<file path="config.mk">
export PLATFORM = sky130hd
export DESIGN_NAME = bus_interface
export DESIGN_NICKNAME = d
export VERILOG_FILES = /design/src/verilog/bus_if_pkg.sv /design/src/verilog/bus_interface.sv /design/src/verilog/read_buffer_mem.sv
export SDC_FILE = /design/constraint.sdc
export NUM_CORES = 1
export LEC_CHECK = 0
export ABC_AREA = 1
export BUFFER_PORTS_ARGS = -buffer_cell sky130_fd_sc_hd__buf_2
export CAP_MARGIN = 15
export CORE_AREA = 2 2 163 165
export CTS_CLUSTER_DIAMETER = 50
export DETAILED_ROUTE_END_ITERATION = 10
export DIE_AREA = 0 0 165 167
export HOLD_SLACK_MARGIN = 0.08
export PLACE_DENSITY_LB_ADDON = 0.12
export SYNTH_ARGS = -nofsm -noshare
export SYNTH_HDL_FRONTEND = slang
export SYNTH_SLANG_ARGS = --single-unit
</file>
<file path="constraint.sdc">
create_clock -name mclk -period 5.2 [get_ports mclk]
set_clock_uncertainty 0.15 [all_clocks]
set_input_delay 0.52 -clock mclk [delete_from_list [all_inputs] [get_ports mclk]]
set_output_delay 0.52 -clock mclk [all_outputs]
set_load 0.01 [all_outputs]
</file>
<file path="src/verilog/bus_if_pkg.sv">
// Shared constants, codes and carrier types of the external bus interface.
`default_nettype none
package bus_if_pkg;

	// ------------------------------------------------------------
	// Register map
	// ------------------------------------------------------------
	localparam logic [3:0]  CTRL_OFS   = 4'h0;
	localparam logic [3:0]  STAT_OFS   = 4'h4;
	localparam logic [7:0]  CTRL_RESET = 8'hF0;

	// Status word field positions.
	localparam int STAT_STATE_POS = 0;
	localparam int STAT_DIR_POS   = 3;
	localparam int STAT_IDX_POS   = 4;
	localparam int STAT_STRAP_POS = 8;
	localparam int STAT_WIDTH_POS = 12;

	// ------------------------------------------------------------
	// Reset strap bits on the datum index pins
	// ------------------------------------------------------------
	localparam int STRAP_BOOT_BYTE = 0;
	localparam int STRAP_RESERVED  = 1;
	localparam int STRAP_EXT_HOLD  = 2;

	// ------------------------------------------------------------
	// Codes
	// ------------------------------------------------------------
	localparam logic [1:0] PORT_W32 = 2'h0;
	localparam logic [1:0] PORT_W16 = 2'h1;
	localparam logic [1:0] PORT_W8  = 2'h2;

	localparam logic [1:0] SIZE_BYTE = 2'h0;
	localparam logic [1:0] SIZE_HALF = 2'h1;
	localparam logic [1:0] SIZE_WORD = 2'h2;

	localparam logic [1:0] KIND_UNCACHED = 2'h0;
	localparam logic [1:0] KIND_ICACHE   = 2'h1;
	localparam logic [1:0] KIND_DCACHE   = 2'h2;

	// Control signal modes: bit 0 reads, bit 1 writes.
	localparam int MODE_READ_BIT  = 0;
	localparam int MODE_WRITE_BIT = 1;

	// ------------------------------------------------------------
	// Timing counts in mclk cycles, and the last word index of a quad drain
	// ------------------------------------------------------------
	localparam logic [1:0] TURN_NORMAL = 2'h1;
	localparam logic [1:0] TURN_SLOW   = 2'h3;
	localparam logic [1:0] QUAD_LAST   = 2'h3;

	// ------------------------------------------------------------
	// Types
	// ------------------------------------------------------------
	typedef enum logic [2:0] {
		ST_IDLE  = 3'h0,
		ST_TURN  = 3'h4,
		ST_ADDR  = 3'h1,
		ST_HOLD  = 3'h3,
		ST_DATA  = 3'h2,
		ST_DRAIN = 3'h6
	} bus_state_t;

	typedef struct packed {
		logic [1:0][1:0] ctl_mode;
		logic            quiet_read_strobes;
		logic            slow_turnaround;
		logic            dcache_quad;
		logic            big_endian;
	} bus_cfg_t;

	typedef struct packed {
		logic        write;
		logic [1:0]  kind;
		logic [1:0]  size;
		logic [31:0] addr;
		logic [31:0] wdata;
	} bus_req_t;

endpackage : bus_if_pkg

`default_nettype wire

</file>
<file path="src/verilog/bus_interface.sv">
// External multiplexed address/data bus interface with its configuration options.
// Operation
// - Sample option pins in reset, then normal.
// - Byte order selectable and changeable by software.
// - Data cache refill size is one or four.
// - Software lengthens idle on bus direction change.
// - Option extends address hold after latch strobe.
// - Control signals: reads, writes, or both.
// - Address phase first, latched by strobe.
// - Upper address on bus bits 31:4.
// - Active-low byte lane strobes on bits 3:0.
// - Control bit keeps strobes inactive on reads.
// - Write data phase drives buffered store data.
// - Read data enters the on-chip read buffer.
// - Lanes from size, port width, byte order.
// - Valid index bits depend on port width.
// - Index pins name the datum being moved.
// - Singles start at target, step by pieces.
// - Quad reads count from zero by width.
//
// Local design decisions: the placing of the registers and register access over Avalon-MM.
`timescale 1ns/10ps
`default_nettype none

module bus_interface (
	// Clock and reset
	input  wire logic                 mclk,
	input  wire logic                 resetn,
	// Register bus
	input  wire logic [3:0]           avs_address,
	input  wire logic                 avs_read,
	input  wire logic                 avs_write,
	input  wire logic [31:0]          avs_writedata,
	input  wire logic [3:0]           avs_byteenable,
	output logic      [31:0]          avs_readdata,
	output logic                      avs_waitrequest,
	// Core request port
	input  wire logic                 req_valid,
	input  wire bus_if_pkg::bus_req_t req,
	output logic                      req_ready,
	// Read data to the core
	output logic                      rd_valid,
	output logic      [31:0]          rd_data,
	output logic      [1:0]           rd_word,
	// Multiplexed bus and control pins
	input  wire logic [31:0]          ad_in,
	output logic      [31:0]          ad_out,
	output logic                      ad_oe,
	output logic                      ale,
	output logic      [1:0]           ctl_n,
	input  wire logic [1:0]           mem_width,
	input  wire logic                 mem_ack,
	// Datum index pins
	input  wire logic [3:0]           idx_in,
	output logic      [3:0]           idx_out,
	output logic                      idx_oe
);

	// ------------------------------------------------------------
	// Helper functions
	// ------------------------------------------------------------
	function automatic logic [1:0] byte_lane(input logic [1:0] off, input logic big);
		byte_lane = big ? ~off : off;
	endfunction : byte_lane

	function automatic logic [3:0] piece_bytes(input logic [1:0] w);
		unique case (w)
			bus_if_pkg::PORT_W16: piece_bytes = 4'h2;
			bus_if_pkg::PORT_W8:  piece_bytes = 4'h1;
			default:              piece_bytes = 4'h4;
		endcase
	endfunction : piece_bytes

	function automatic logic [3:0] lane_mask(input logic [1:0] size, input logic [1:0] off, input logic big);
		unique case (size)
			bus_if_pkg::SIZE_BYTE: lane_mask = 4'h1 << byte_lane(off, big);
			bus_if_pkg::SIZE_HALF: lane_mask = (off[1] ^ big) ? 4'hC : 4'h3;
			default:               lane_mask = 4'hF;
		endcase
	endfunction : lane_mask

	function automatic logic [31:0] piece_out(input logic [31:0] word, input logic [3:0] idx,
			input logic [1:0] w, input logic big);
		logic [1:0] lane;
		lane = byte_lane(idx[1:0], big);
		unique case (w)
			bus_if_pkg::PORT_W16: piece_out = {16'h0000, (idx[1] ^ big) ? word[31:16] : word[15:0]};
			bus_if_pkg::PORT_W8:  piece_out = {24'h000000, word[8*lane +: 8]};
			default:              piece_out = word;
		endcase
	endfunction : piece_out

	function automatic logic [31:0] piece_in(input logic [31:0] word, input logic [31:0] bus,
			input logic [3:0] idx, input logic [1:0] w, input logic big);
		logic [1:0]  lane;
		logic [31:0] res;
		lane = byte_lane(idx[1:0], big);
		res  = word;
		unique case (w)
			bus_if_pkg::PORT_W16: begin
				if (idx[1] ^ big) begin
					res[31:16] = bus[15:0];
				end else begin
					res[15:0] = bus[15:0];
				end
			end
			bus_if_pkg::PORT_W8:  res[8*lane +: 8] = bus[7:0];
			default:              res = bus;
		endcase
		piece_in = res;
	endfunction : piece_in

	// ------------------------------------------------------------
	// State
	// ------------------------------------------------------------
	bus_if_pkg::bus_cfg_t   cfg;
	bus_if_pkg::bus_state_t state;
	bus_if_pkg::bus_state_t next_state;
	bus_if_pkg::bus_req_t   cur;
	logic        quad;
	logic [3:0]  idx;
	logic [3:0]  left;
	logic [1:0]  turn_cnt;
	logic [1:0]  port_w;
	logic [1:0]  drain_idx;
	logic [31:0] asm_word;
	logic [31:0] next_word;
	logic [3:0]  strap;
	logic        last_write;
	logic        last_valid;
	logic        avs_ack;
	logic        accept;
	logic        dir_change;
	logic        piece_done;
	logic        word_done;
	logic [3:0]  next_idx;
	logic [3:0]  pieces_m1;
	logic        mem_we;
	logic [1:0]  mem_waddr;

	// ------------------------------------------------------------
	// Reset straps
	// ------------------------------------------------------------
	always_ff @(posedge mclk) begin
		if (!resetn) begin
			strap <= idx_in;
		end
	end

	always_ff @(posedge mclk or negedge resetn) begin
		if (!resetn) begin
			idx_oe <= 1'b0;
		end else begin
			idx_oe <= 1'b1;
		end
	end

	// ------------------------------------------------------------
	// Register bus slave
	// ------------------------------------------------------------
	assign avs_waitrequest = (avs_read | avs_write) & ~avs_ack;

	always_ff @(posedge mclk or negedge resetn) begin
		if (!resetn) begin
			avs_ack <= 1'b0;
		end else begin
			avs_ack <= (avs_read | avs_write) & ~avs_ack;
		end
	end

	always_ff @(posedge mclk or negedge resetn) begin
		if (!resetn) begin
			cfg <= bus_if_pkg::CTRL_RESET;
		end else if (avs_write && avs_ack && avs_byteenable[0] && avs_address == bus_if_pkg::CTRL_OFS) begin
			cfg <= avs_writedata[7:0];
		end
	end

	always_ff @(posedge mclk or negedge resetn) begin
		if (!resetn) begin
			avs_readdata <= 32'h00000000;
		end else if (avs_read && !avs_ack) begin
			avs_readdata <= 32'h00000000;
			if (avs_address == bus_if_pkg::CTRL_OFS) begin
				avs_readdata[7:0] <= cfg;
			end else if (avs_address == bus_if_pkg::STAT_OFS) begin
				avs_readdata[bus_if_pkg::STAT_STATE_POS +: 3] <= state;
				avs_readdata[bus_if_pkg::STAT_DIR_POS]        <= last_write;
				avs_readdata[bus_if_pkg::STAT_IDX_POS +: 4]   <= idx;
				avs_readdata[bus_if_pkg::STAT_STRAP_POS +: 4] <= strap;
				avs_readdata[bus_if_pkg::STAT_WIDTH_POS +: 2] <= port_w;
			end
		end
	end

	// ------------------------------------------------------------
	// Transfer sequencing
	// ------------------------------------------------------------
	assign req_ready  = (state == bus_if_pkg::ST_IDLE);
	assign accept     = req_ready & req_valid;
	assign dir_change = last_valid & (last_write != req.write);
	assign piece_done = (state == bus_if_pkg::ST_DATA) & mem_ack;
	assign next_idx   = idx + piece_bytes(port_w);
	assign word_done  = piece_done & ((left == 4'h0) | (next_idx[1:0] == 2'h0));
	assign next_word  = piece_in(asm_word, ad_in, idx, port_w, cfg.big_endian);

	// Piece count less one, from transfer length and port width, both powers of two.
	always_comb begin
		logic [2:0] len_log;
		logic [2:0] w_log;
		len_log = quad ? 3'h4 : {1'b0, cur.size};
		w_log   = (mem_width == bus_if_pkg::PORT_W8) ? 3'h0 : (mem_width == bus_if_pkg::PORT_W16) ? 3'h1 : 3'h2;
		if (len_log > w_log) begin
			pieces_m1 = 4'((5'h01 << (len_log - w_log)) - 5'h01);
		end else begin
			pieces_m1 = 4'h0;
		end
	end

	always_comb begin
		next_state = state;
		unique case (state)
			bus_if_pkg::ST_IDLE: begin
				if (accept) begin
					next_state = dir_change ? bus_if_pkg::ST_TURN : bus_if_pkg::ST_ADDR;
				end
			end
			bus_if_pkg::ST_TURN: begin
				if (turn_cnt == 2'h1) begin
					next_state = bus_if_pkg::ST_ADDR;
				end
			end
			bus_if_pkg::ST_ADDR: begin
				next_state = strap[bus_if_pkg::STRAP_EXT_HOLD] ? bus_if_pkg::ST_HOLD : bus_if_pkg::ST_DATA;
			end
			bus_if_pkg::ST_HOLD: next_state = bus_if_pkg::ST_DATA;
			bus_if_pkg::ST_DATA: begin
				if (mem_ack && left == 4'h0) begin
					next_state = cur.write ? bus_if_pkg::ST_IDLE : bus_if_pkg::ST_DRAIN;
				end
			end
			bus_if_pkg::ST_DRAIN: begin
				if (drain_idx == (quad ? bus_if_pkg::QUAD_LAST : 2'h0)) begin
					next_state = bus_if_pkg::ST_IDLE;
				end
			end
			default: next_state = bus_if_pkg::ST_IDLE;
		endcase
	end

	always_ff @(posedge mclk or negedge resetn) begin
		if (!resetn) begin
			state <= bus_if_pkg::ST_IDLE;
		end else begin
			state <= next_state;
		end
	end

	always_ff @(posedge mclk or negedge resetn) begin
		if (!resetn) begin
			cur        <= '0;
			quad       <= 1'b0;
			last_write <= 1'b0;
			last_valid <= 1'b0;
		end else if (accept) begin
			cur        <= req;
			quad       <= !req.write && (req.kind == bus_if_pkg::KIND_ICACHE
				|| (req.kind == bus_if_pkg::KIND_DCACHE && cfg.dcache_quad));
			last_write <= req.write;
			last_valid <= 1'b1;
		end
	end

	always_ff @(posedge mclk or negedge resetn) begin
		if (!resetn) begin
			turn_cnt <= 2'h0;
		end else if (accept) begin
			turn_cnt <= cfg.slow_turnaround ? bus_if_pkg::TURN_SLOW : bus_if_pkg::TURN_NORMAL;
		end else if (state == bus_if_pkg::ST_TURN) begin
			turn_cnt <= turn_cnt - 2'h1;
		end
	end

	always_ff @(posedge mclk or negedge resetn) begin
		if (!resetn) begin
			port_w <= bus_if_pkg::PORT_W32;
			left   <= 4'h0;
		end else if (state == bus_if_pkg::ST_ADDR) begin
			port_w <= mem_width;
			left   <= pieces_m1;
		end else if (piece_done) begin
			left <= left - 4'h1;
		end
	end

	always_ff @(posedge mclk or negedge resetn) begin
		if (!resetn) begin
			idx <= 4'h0;
		end else if (accept) begin
			idx <= req.write || !(req.kind == bus_if_pkg::KIND_ICACHE
				|| (req.kind == bus_if_pkg::KIND_DCACHE && cfg.dcache_quad)) ? req.addr[3:0] : 4'h0;
		end else if (piece_done) begin
			idx <= next_idx;
		end
	end

	assign idx_out = idx;

	// ------------------------------------------------------------
	// Read packing and buffer
	// ------------------------------------------------------------
	assign mem_we    = word_done & ~cur.write;
	assign mem_waddr = quad ? idx[3:2] : 2'h0;

	always_ff @(posedge mclk or negedge resetn) begin
		if (!resetn) begin
			asm_word <= 32'h00000000;
		end else if (word_done) begin
			asm_word <= 32'h00000000;
		end else if (piece_done) begin
			asm_word <= next_word;
		end
	end

	read_buffer_mem i_read_buffer_mem (
		.mclk  (mclk),
		.we    (mem_we),
		.waddr (mem_waddr),
		.wdata (next_word),
		.raddr (drain_idx),
		.rdata (rd_data)
	);

	always_ff @(posedge mclk or negedge resetn) begin
		if (!resetn) begin
			drain_idx <= 2'h0;
		end else if (state == bus_if_pkg::ST_DRAIN && next_state == bus_if_pkg::ST_DRAIN) begin
			drain_idx <= drain_idx + 2'h1;
		end else if (state != bus_if_pkg::ST_DRAIN) begin
			drain_idx <= 2'h0;
		end
	end

	always_ff @(posedge mclk or negedge resetn) begin
		if (!resetn) begin
			rd_valid <= 1'b0;
			rd_word  <= 2'h0;
		end else begin
			rd_valid <= (state == bus_if_pkg::ST_DRAIN);
			rd_word  <= drain_idx;
		end
	end

	// ------------------------------------------------------------
	// Pin drive
	// ------------------------------------------------------------
	assign ale   = (state == bus_if_pkg::ST_ADDR);
	assign ad_oe = ale || state == bus_if_pkg::ST_HOLD || (state == bus_if_pkg::ST_DATA && cur.write);

	always_comb begin
		if (state == bus_if_pkg::ST_DATA) begin
			ad_out = piece_out(cur.wdata, idx, port_w, cfg.big_endian);
		end else if (!cur.write && cfg.quiet_read_strobes) begin
			ad_out = {cur.addr[31:4], 4'hF};
		end else begin
			ad_out = {cur.addr[31:4], ~lane_mask(cur.size, cur.addr[1:0], cfg.big_endian)};
		end
	end

	for (genvar g = 0; g < 2; g++) begin : g_ctl
		assign ctl_n[g] = !(state == bus_if_pkg::ST_DATA
			&& cfg.ctl_mode[g][cur.write ? bus_if_pkg::MODE_WRITE_BIT : bus_if_pkg::MODE_READ_BIT]);
	end
endmodule : bus_interface

`default_nettype wire

</file>
<file path="src/verilog/read_buffer_mem.sv">
// Four-word on-chip read buffer with a registered read port.
`timescale 1ns/10ps
`default_nettype none

module read_buffer_mem (
	// Clock
	input  wire logic        mclk,
	// Write port
	input  wire logic        we,
	input  wire logic [1:0]  waddr,
	input  wire logic [31:0] wdata,
	// Read port
	input  wire logic [1:0]  raddr,
	output logic      [31:0] rdata
);

	logic [31:0] mem [4];

	always_ff @(posedge mclk) begin
		if (we) begin
			mem[waddr] <= wdata;
		end
	end

	always_ff @(posedge mclk) begin
		rdata <= mem[raddr];
	end

endmodule : read_buffer_mem

`default_nettype wire

</file>
# Yosys cells after proc, flatten, opt, wreduce, memory -nomap -nowiden
# Memory sizes are Yosys's and may differ from the RTL's. A register that Yosys moved wholly into a read port is not among the register bits.
# Index checks and enable logic that the tools add are counted.
[totals]
reg_bits = 149
ramBits = 128
out_inout_bits = 110
elab_cells = 158
n_memories = 1
[op_classes]
addsub = 7
magnitude_cmp = 2
n_eq_ne = 18
n_shift = 5
mux = 53
n_bitwise = 15
n_reduce_logical = 32
[mem_list]
columns = ["name", "depth", "word_bits", "read_ports", "rd_clocked_by_memory_dff", "wr", "line", "text"]
rows = [
  ["i_read_buffer_mem.mem", 4, 32, 1, 1, 1, "read_buffer_mem.sv:17", "logic [31:0] mem [4];"],
]
[ops]
columns = ["operator", "n"]
rows = [
  ["one-hot mux 32 bit (2 select lines)", 2],
  ["2-to-1 mux 32 bit", 3],
  ["2-to-1 mux 16 bit", 3],
  ["2-to-1 mux 4 bit", 10],
  ["negator 5 -> 34 bit", 1],
  ["variable shift 8 x 34 -> 32 bit, first input constant", 1],
  ["indexed part select 8 x 34 -> 32 bit", 1],
  ["bitwise mux 32 bit", 1],
  ["indexed part select 32 x 6 -> 8 bit", 1],
  ["2-to-1 mux 2 bit", 11],
  ["2-to-1 mux 3 bit", 7],
  ["one-hot mux 3 bit (6 select lines)", 1],
  ["2-to-1 mux 14 bit", 1],
  ["logical AND 1 bit", 12],
  ["equality test 2 x 1 -> 1 bit, second input constant", 5],
  ["2-to-1 mux 1 bit", 10],
  ["nonzero test 2 bit", 5],
  ["equality test 3 bit, second input constant", 3],
  ["zero test 4 bit", 2],
  ["2-to-1 mux 8 bit", 1],
  ["one-hot mux 4 bit (2 select lines)", 1],
  ["subtractor 4 x 1 -> 4 bit, second input constant", 2],
  ["AND 1 bit", 6],
  ["equality test 2 bit, second input constant", 3],
  ["25 further kinds", 39],
]

# Longest topological paths before layout
[logic_depth]
word_depth = 9
mapped_depth = 13
ltp_nobuf = 11

# Hierarchy
# Synthesis repeated with hierarchy kept, for this count alone.
[unflattened]
cells_unflattened = 1829
area_unflattened_um2 = 15099.5
[modules_own_cells]
columns = ["module", "n_inst", "cells_each", "area_per_inst_um2"]
rows = [
  ["bus_interface", 1, 1288, 9021.2],
  ["read_buffer_mem", 1, 541, 6078.3],
]

# Least setup slack after synthesis
# No wires, ideal clock.
[synth_timing]
path_type = "register to register"
startpoint = "register port_w[0]"
endpoint = "memory i_read_buffer_mem.mem[2][0] (enable)"
setup_ns = 0.461
arrival_ns = 3.894
t_required_ns = 4.589
path_slack_ns = 0.695
path_stages_with_launch = 8
period_less_slack_ns = 4.505
path_cell_list = "dfrtp_1 -> inv_1 -> ha_1 -> ha_1 -> fa_1 -> o21bai_1 -> nand3_1 -> nor3_1"
[synth_via]
elab_chain_len = 9
[synth_lines]
columns = ["item", "line", "text"]
rows = [
  ["start: declaration", "bus_interface.sv:124", "logic [1:0] port_w;"],
  ["start signal: assignment", "bus_interface.sv:286", "port_w <= bus_if_pkg::PORT_W32;"],
  ["start signal: assignment", "bus_interface.sv:289", "port_w <= mem_width;"],
  ["equality test 2 bit / equality test 2 x 1 -> 1 bit (equally long branches)", "bus_interface.sv:67", "unique case (w)"],
  ["one-hot mux 3 bit (2 select lines) *", "bus_interface.sv:67", ""],
  ["adder 4 bit *", "bus_interface.sv:203", "assign next_idx = idx + piece_bytes(port_w);"],
  ["zero test 2 bit *", "bus_interface.sv:204", "assign word_done = piece_done & ((left == 4'h0) | (next_idx[1:0] == 2'h0));"],
  ["bitwise OR 1 bit *", "bus_interface.sv:204", ""],
  ["AND 1 bit *", "bus_interface.sv:204", ""],
  ["AND 1 bit *", "bus_interface.sv:312", "assign mem_we = word_done & ~cur.write;"],
  ["2-to-1 mux 1 bit *", "read_buffer_mem.sv:20", "if (we) begin"],
  ["2-to-1 mux 1 bit (not written as such) *", "read_buffer_mem.sv:21", "mem[waddr] <= wdata;"],
  ["end: declaration", "read_buffer_mem.sv:17", ""],
]
# Mark *: on every way between the ends. The rest lies on a longest branch, timed or not.

# Worst setup path after layout
[layout_timing]
startpoint = "register idx[1], in the netlist idx_out[1]"
endpoint = "output port ad_out[7]"
[layout_via]
elab_chain_len = 5
[layout_lines]
columns = ["item", "line", "text"]
rows = [
  ["start: declaration", "bus_interface.sv:121", "logic [3:0] idx;"],
  ["start signal: assignment", "bus_interface.sv:300", "idx <= req.write || !(req.kind == bus_if_pkg::KIND_ICACHE"],
  ["start signal: assignment", "bus_interface.sv:303", "idx <= next_idx;"],
  ["inverter 2 bit", "bus_interface.sv:63", "byte_lane = big ? ~off : off;"],
  ["2-to-1 mux 2 bit", "bus_interface.sv:63", ""],
  ["indexed part select 32 x 6 -> 8 bit", "bus_interface.sv:88", "bus_if_pkg::PORT_W8: piece_out = {24'h000000, word[8*lane +: 8]};"],
  ["one-hot mux 32 bit (2 select lines) *", "bus_interface.sv:86", "unique case (w)"],
  ["2-to-1 mux 32 bit *", "bus_interface.sv:361", "if (state == bus_if_pkg::ST_DATA) begin"],
  ["end: declaration", "bus_interface.sv:47", "output logic [31:0] ad_out,"],
]
# Marks and branches as above.

==> results.md <==
- Status: completed
- Slowest-stage cell, CP: dfrtp_1
- CP Cell Sequence: inv_2 > nand2_2 > nand2_4 > nand2_4 > nand2_2 > a22oi_1 > nand2_1 > nand2_1 > nand2_1 > buf_2
- Share of layout cells above drive strength 1: between 10% and 20%
- Minimum clock period: 3.56 ns
- Routed wire length: between 30,000 and 40,000 microns
- Yosys top cell area share: about 28%
- Gate power share: 41.0%
- Clk pwr share: between 20% and 30%
- Setup repair bufs after CTS: 0
- Nets@finish: slightly above 2,000
- H-tree depth: 2
- Critical Path RT: 4.53 ns
- Initial Utilization: 55.1%
- Reg2reg end: i_read_buffer_mem.mem[2][0]
- Hold Startpoint: req[24]
- Leak: approximately 8 nW
- Hold Buf Count CTS: 68
- Routability congestion estimate from global placement: approximately 0.90
- Setup-failing EPs final: 0
- Area grow syn2layout: 21.3%
- Setup TNS: 0 ns
- CTS tree: built
- Core area: around 26,000 sq um
- Total number of vias: roughly 12,000
- DRT Pass-1 Iters: 5
- Endpoints failing hold: 0
- Number of synthesized flops with an enable pin: roughly 130
- Cell Count, Final, Fillers Out: around 2,200
- Max VDD drop: approximately 460 uV
- # placed instances: around 2,100
- Post-synthesis sequential area ratio: 57.7%
- Slowest stage delay, CP: between 0.5 and 0.6 ns
- Pin count of the biggest net entering global routing: 90
- Final Max Tran Viols: 0
- Yosys top cell by area: edfxtp_1
- Most frequent cell after synthesis: nand2_1
- Number of global-route vias before repair: roughly 11,000
- Critical path class: flop to primary output
- DRT iter0 DRCs: 1,091
- Post-layout util: between 60% and 70%
- Total congestion overflow: 0
- Number of synthesis warnings: 0
- CTS root buf: clkbuf_16
- Hold WC Path Type: input pin to flop
- Min-Delay Endpoint: cur[24]
- Chip Height: roughly 170 microns
- FF+latch count, synth: about 310
- RSZ-0062 raised after global routing: no
- Cell internal pwr: 6.20 mW
- # diodes: 0
- Number of library cell types mapped by synthesis: 45
- Synth top area cells: edfxtp_1 28%, dfrtp_1 25%, nand2_1 12%, o21ai_0 6.1%, dfxtp_1 4.5%
- Sw Ratio: between 40% and 50%
- TritonCTS buffer count: 36
- Gate Count Post-Synth: 1,589
- First-pass GRT wire length: 60,800 microns
- Antenna Nets Post-Route: 0
- Clk_lat worst skew: 0.51 ns
- Slew HR: 34.4%
- Initial antenna violation count: 1
- GRT Total Usage: between 20% and 30%
- Switch Pwr: between 4 and 5 mW
- Die width: around 170 microns
- CTS sink count: approximately 310
- Post-Syn Area: about 14,000 sq um
- Crit-path most repeated cell: nand2_1
- Reg clk slew, reported paths: about 0.06 ns
- Commonest cells in the synthesized netlist: 472 x nand2_1, 172 x o21ai_0, 139 x dfrtp_1
- Syn Area/Cell: 8.93 sq um
- Synth Flop Type: dfrtp_1
- Maxcap violations: 0
- Critical-path maximum fanout: 26
- Crit. Startpoint: idx_out[1]
- Ports: 263
- DIE AREA: 27,600 sq um
- Actual slew at the worst max-slew pin: between 0.9 and 1 ns
- Seq pwr share: 35.4%
- Fmax: between 200 and 300 MHz
- Vias per Instance: roughly 5.5
- Wire per inst: around 18 microns
- Final period utilization: about two thirds
- Crit path launch type: flop
- Worst path arrival time: 2.89 ns
- FF-to-FF Start: port_w[0]
- HPWL after detailed placement: roughly 24,000 microns
- Hold path cells: 3
- Reg2reg setup slack: ~1.7 ns
- Critical path capture point type: primary output
- Post-synthesis async set-or-reset flop share: 46.6%
- Port bufs: ~220
- Drt drc: 0
- R2R depth: 9
- PD cells: roughly 610 nW/um^2
- CTS resizes: 0
- FP Rows: a little under 60
- CTS max path bufs: 3
[power groups by stage]
stage	Sequential [mW]	Combinational [mW]	Clock, mW
2_1_floorplan	3.69	2.96	0
3_3_place_gp	3.74	4.10	0
3_5_place_dp	3.75	4.19	0
4_1_cts	3.71	4.26	2.52
5_1_grt	3.78	4.79	2.63
6_report	3.72	4.31	2.48
[how the worst max path moves through the flow]
stage,to,cells past startpoint
final,ad_out[7],10
after global placement,i_read_buffer_mem.mem[2][7],9
after CTS,i_read_buffer_mem.mem[2][17],9
after floorplan,i_read_buffer_mem.mem[2][0],7
after detailed placement,i_read_buffer_mem.mem[2][10],9
after global routing,i_read_buffer_mem.mem[3][5],9
[final cells by class]
cell class,instances,area [sq um]
clock buffers,46,980
clock inverters,18,185
fillers,2060,8550
inverters,111,419
multi-input cells,1089,5130
flip-flops and latches,307,8190
well taps,335,419
repair buffers,301,1890
[cells by family (layout without fill, tap and decap cells)]
family | after synthesis | in the layout | share of synthesized area [%]
and+or+nand+nor | 747 | 747 | 22.0
DFF | 307 | 307 | 57.7
AOI/OAI and AO/OA | 301 | 301 | 11.6
buffers and inverters | 210 | 476 | 6.75
adders and majority gates | 14 | 14 | 1.34
xor gates and xnor gates | 8 | 8 | 0.494
other | 2 | 19 | 0.0529
[through the flow]
| step | total power [mW] | hold slack (ns) | setup slack, ns | area, sq um |
|---|---|---|---|---|
| floorplan | 6.65 | 0.0744 | 0.695 | 14300 |
| global placement | 7.84 | 0.288 | 1.78 | 15400 |
| detailed placement | 7.94 | 0.290 | 1.68 | 15400 |
| CTS | 10.5 | 0.0808 | 1.66 | 17200 |
| global route | 11.2 | 0.0847 | 1.45 | 17200 |
| finish | 10.5 | 0.0847 | 1.64 | 17200 |
[worst max-delay path, delay by kind of cell, from the launching register on]
kind / cells / cell delay (ns)
compound gates: 1 / 0.28
flops: 1 / 0.54
simple gates: 7 / 1.29
buf+inv: 2 / 0.27
[routing by layer]
metal | vias to the layer above | routed length, microns | global-route usage (%)
met3 | 94 | 3000 | 5.35
met4 | 2 | 1300 | 9.83
met5 | - | 11 | 0
met1 | 5780 | 15600 | 37.5
li1 | 5761 | - | -
met2 | 523 | 18800 | 46.4
[flip-flops by register name, indices dropped and copies added, names as in the netlist, 2 cells and up]
register                 cells
asm_word                    32
avs_readdata                14
cfg                          8
cur                         64
drain_idx                    2
i_read_buffer_mem.mem      128
i_read_buffer_mem.rdata     32
idx_out                      4
left                         4
port_w                       2
rd_word                      2
state                        3
strap                        4
turn_cnt                     2
[placed cells by master (no fill, tap or decap), types with 5 or more instances in the layout]
cell | synthesis | routed
a21boi_0 | 8 | 8
a21oi_1 | 44 | 44
a22oi_1 | 6 | 6
and2_1 | 9 | 9
buf_2 | 20 | 216
buf_4 | 26 | 16
clkbuf_1 | 42 | 7
clkbuf_16 | 0 | 37
clkinv_1 | 0 | 5
conb_1 | 2 | 19
dfrtp_1 | 139 | 138
dfxtp_1 | 32 | 32
dlygate4sd3_1 | 0 | 68
edfxtp_1 | 132 | 132
ha_1 | 12 | 12
inv_1 | 106 | 105
nand2_1 | 472 | 471
nand2_2 | 10 | 11
nand3_1 | 83 | 83
nand3b_1 | 8 | 8
nand4_1 | 10 | 10
nor2_1 | 120 | 119
o21ai_0 | 172 | 172
o21ai_1 | 8 | 8
o22ai_1 | 40 | 40
o31ai_1 | 11 | 11
or2_2 | 18 | 18
Note: power is estimated with default switching activity, not from simulation.
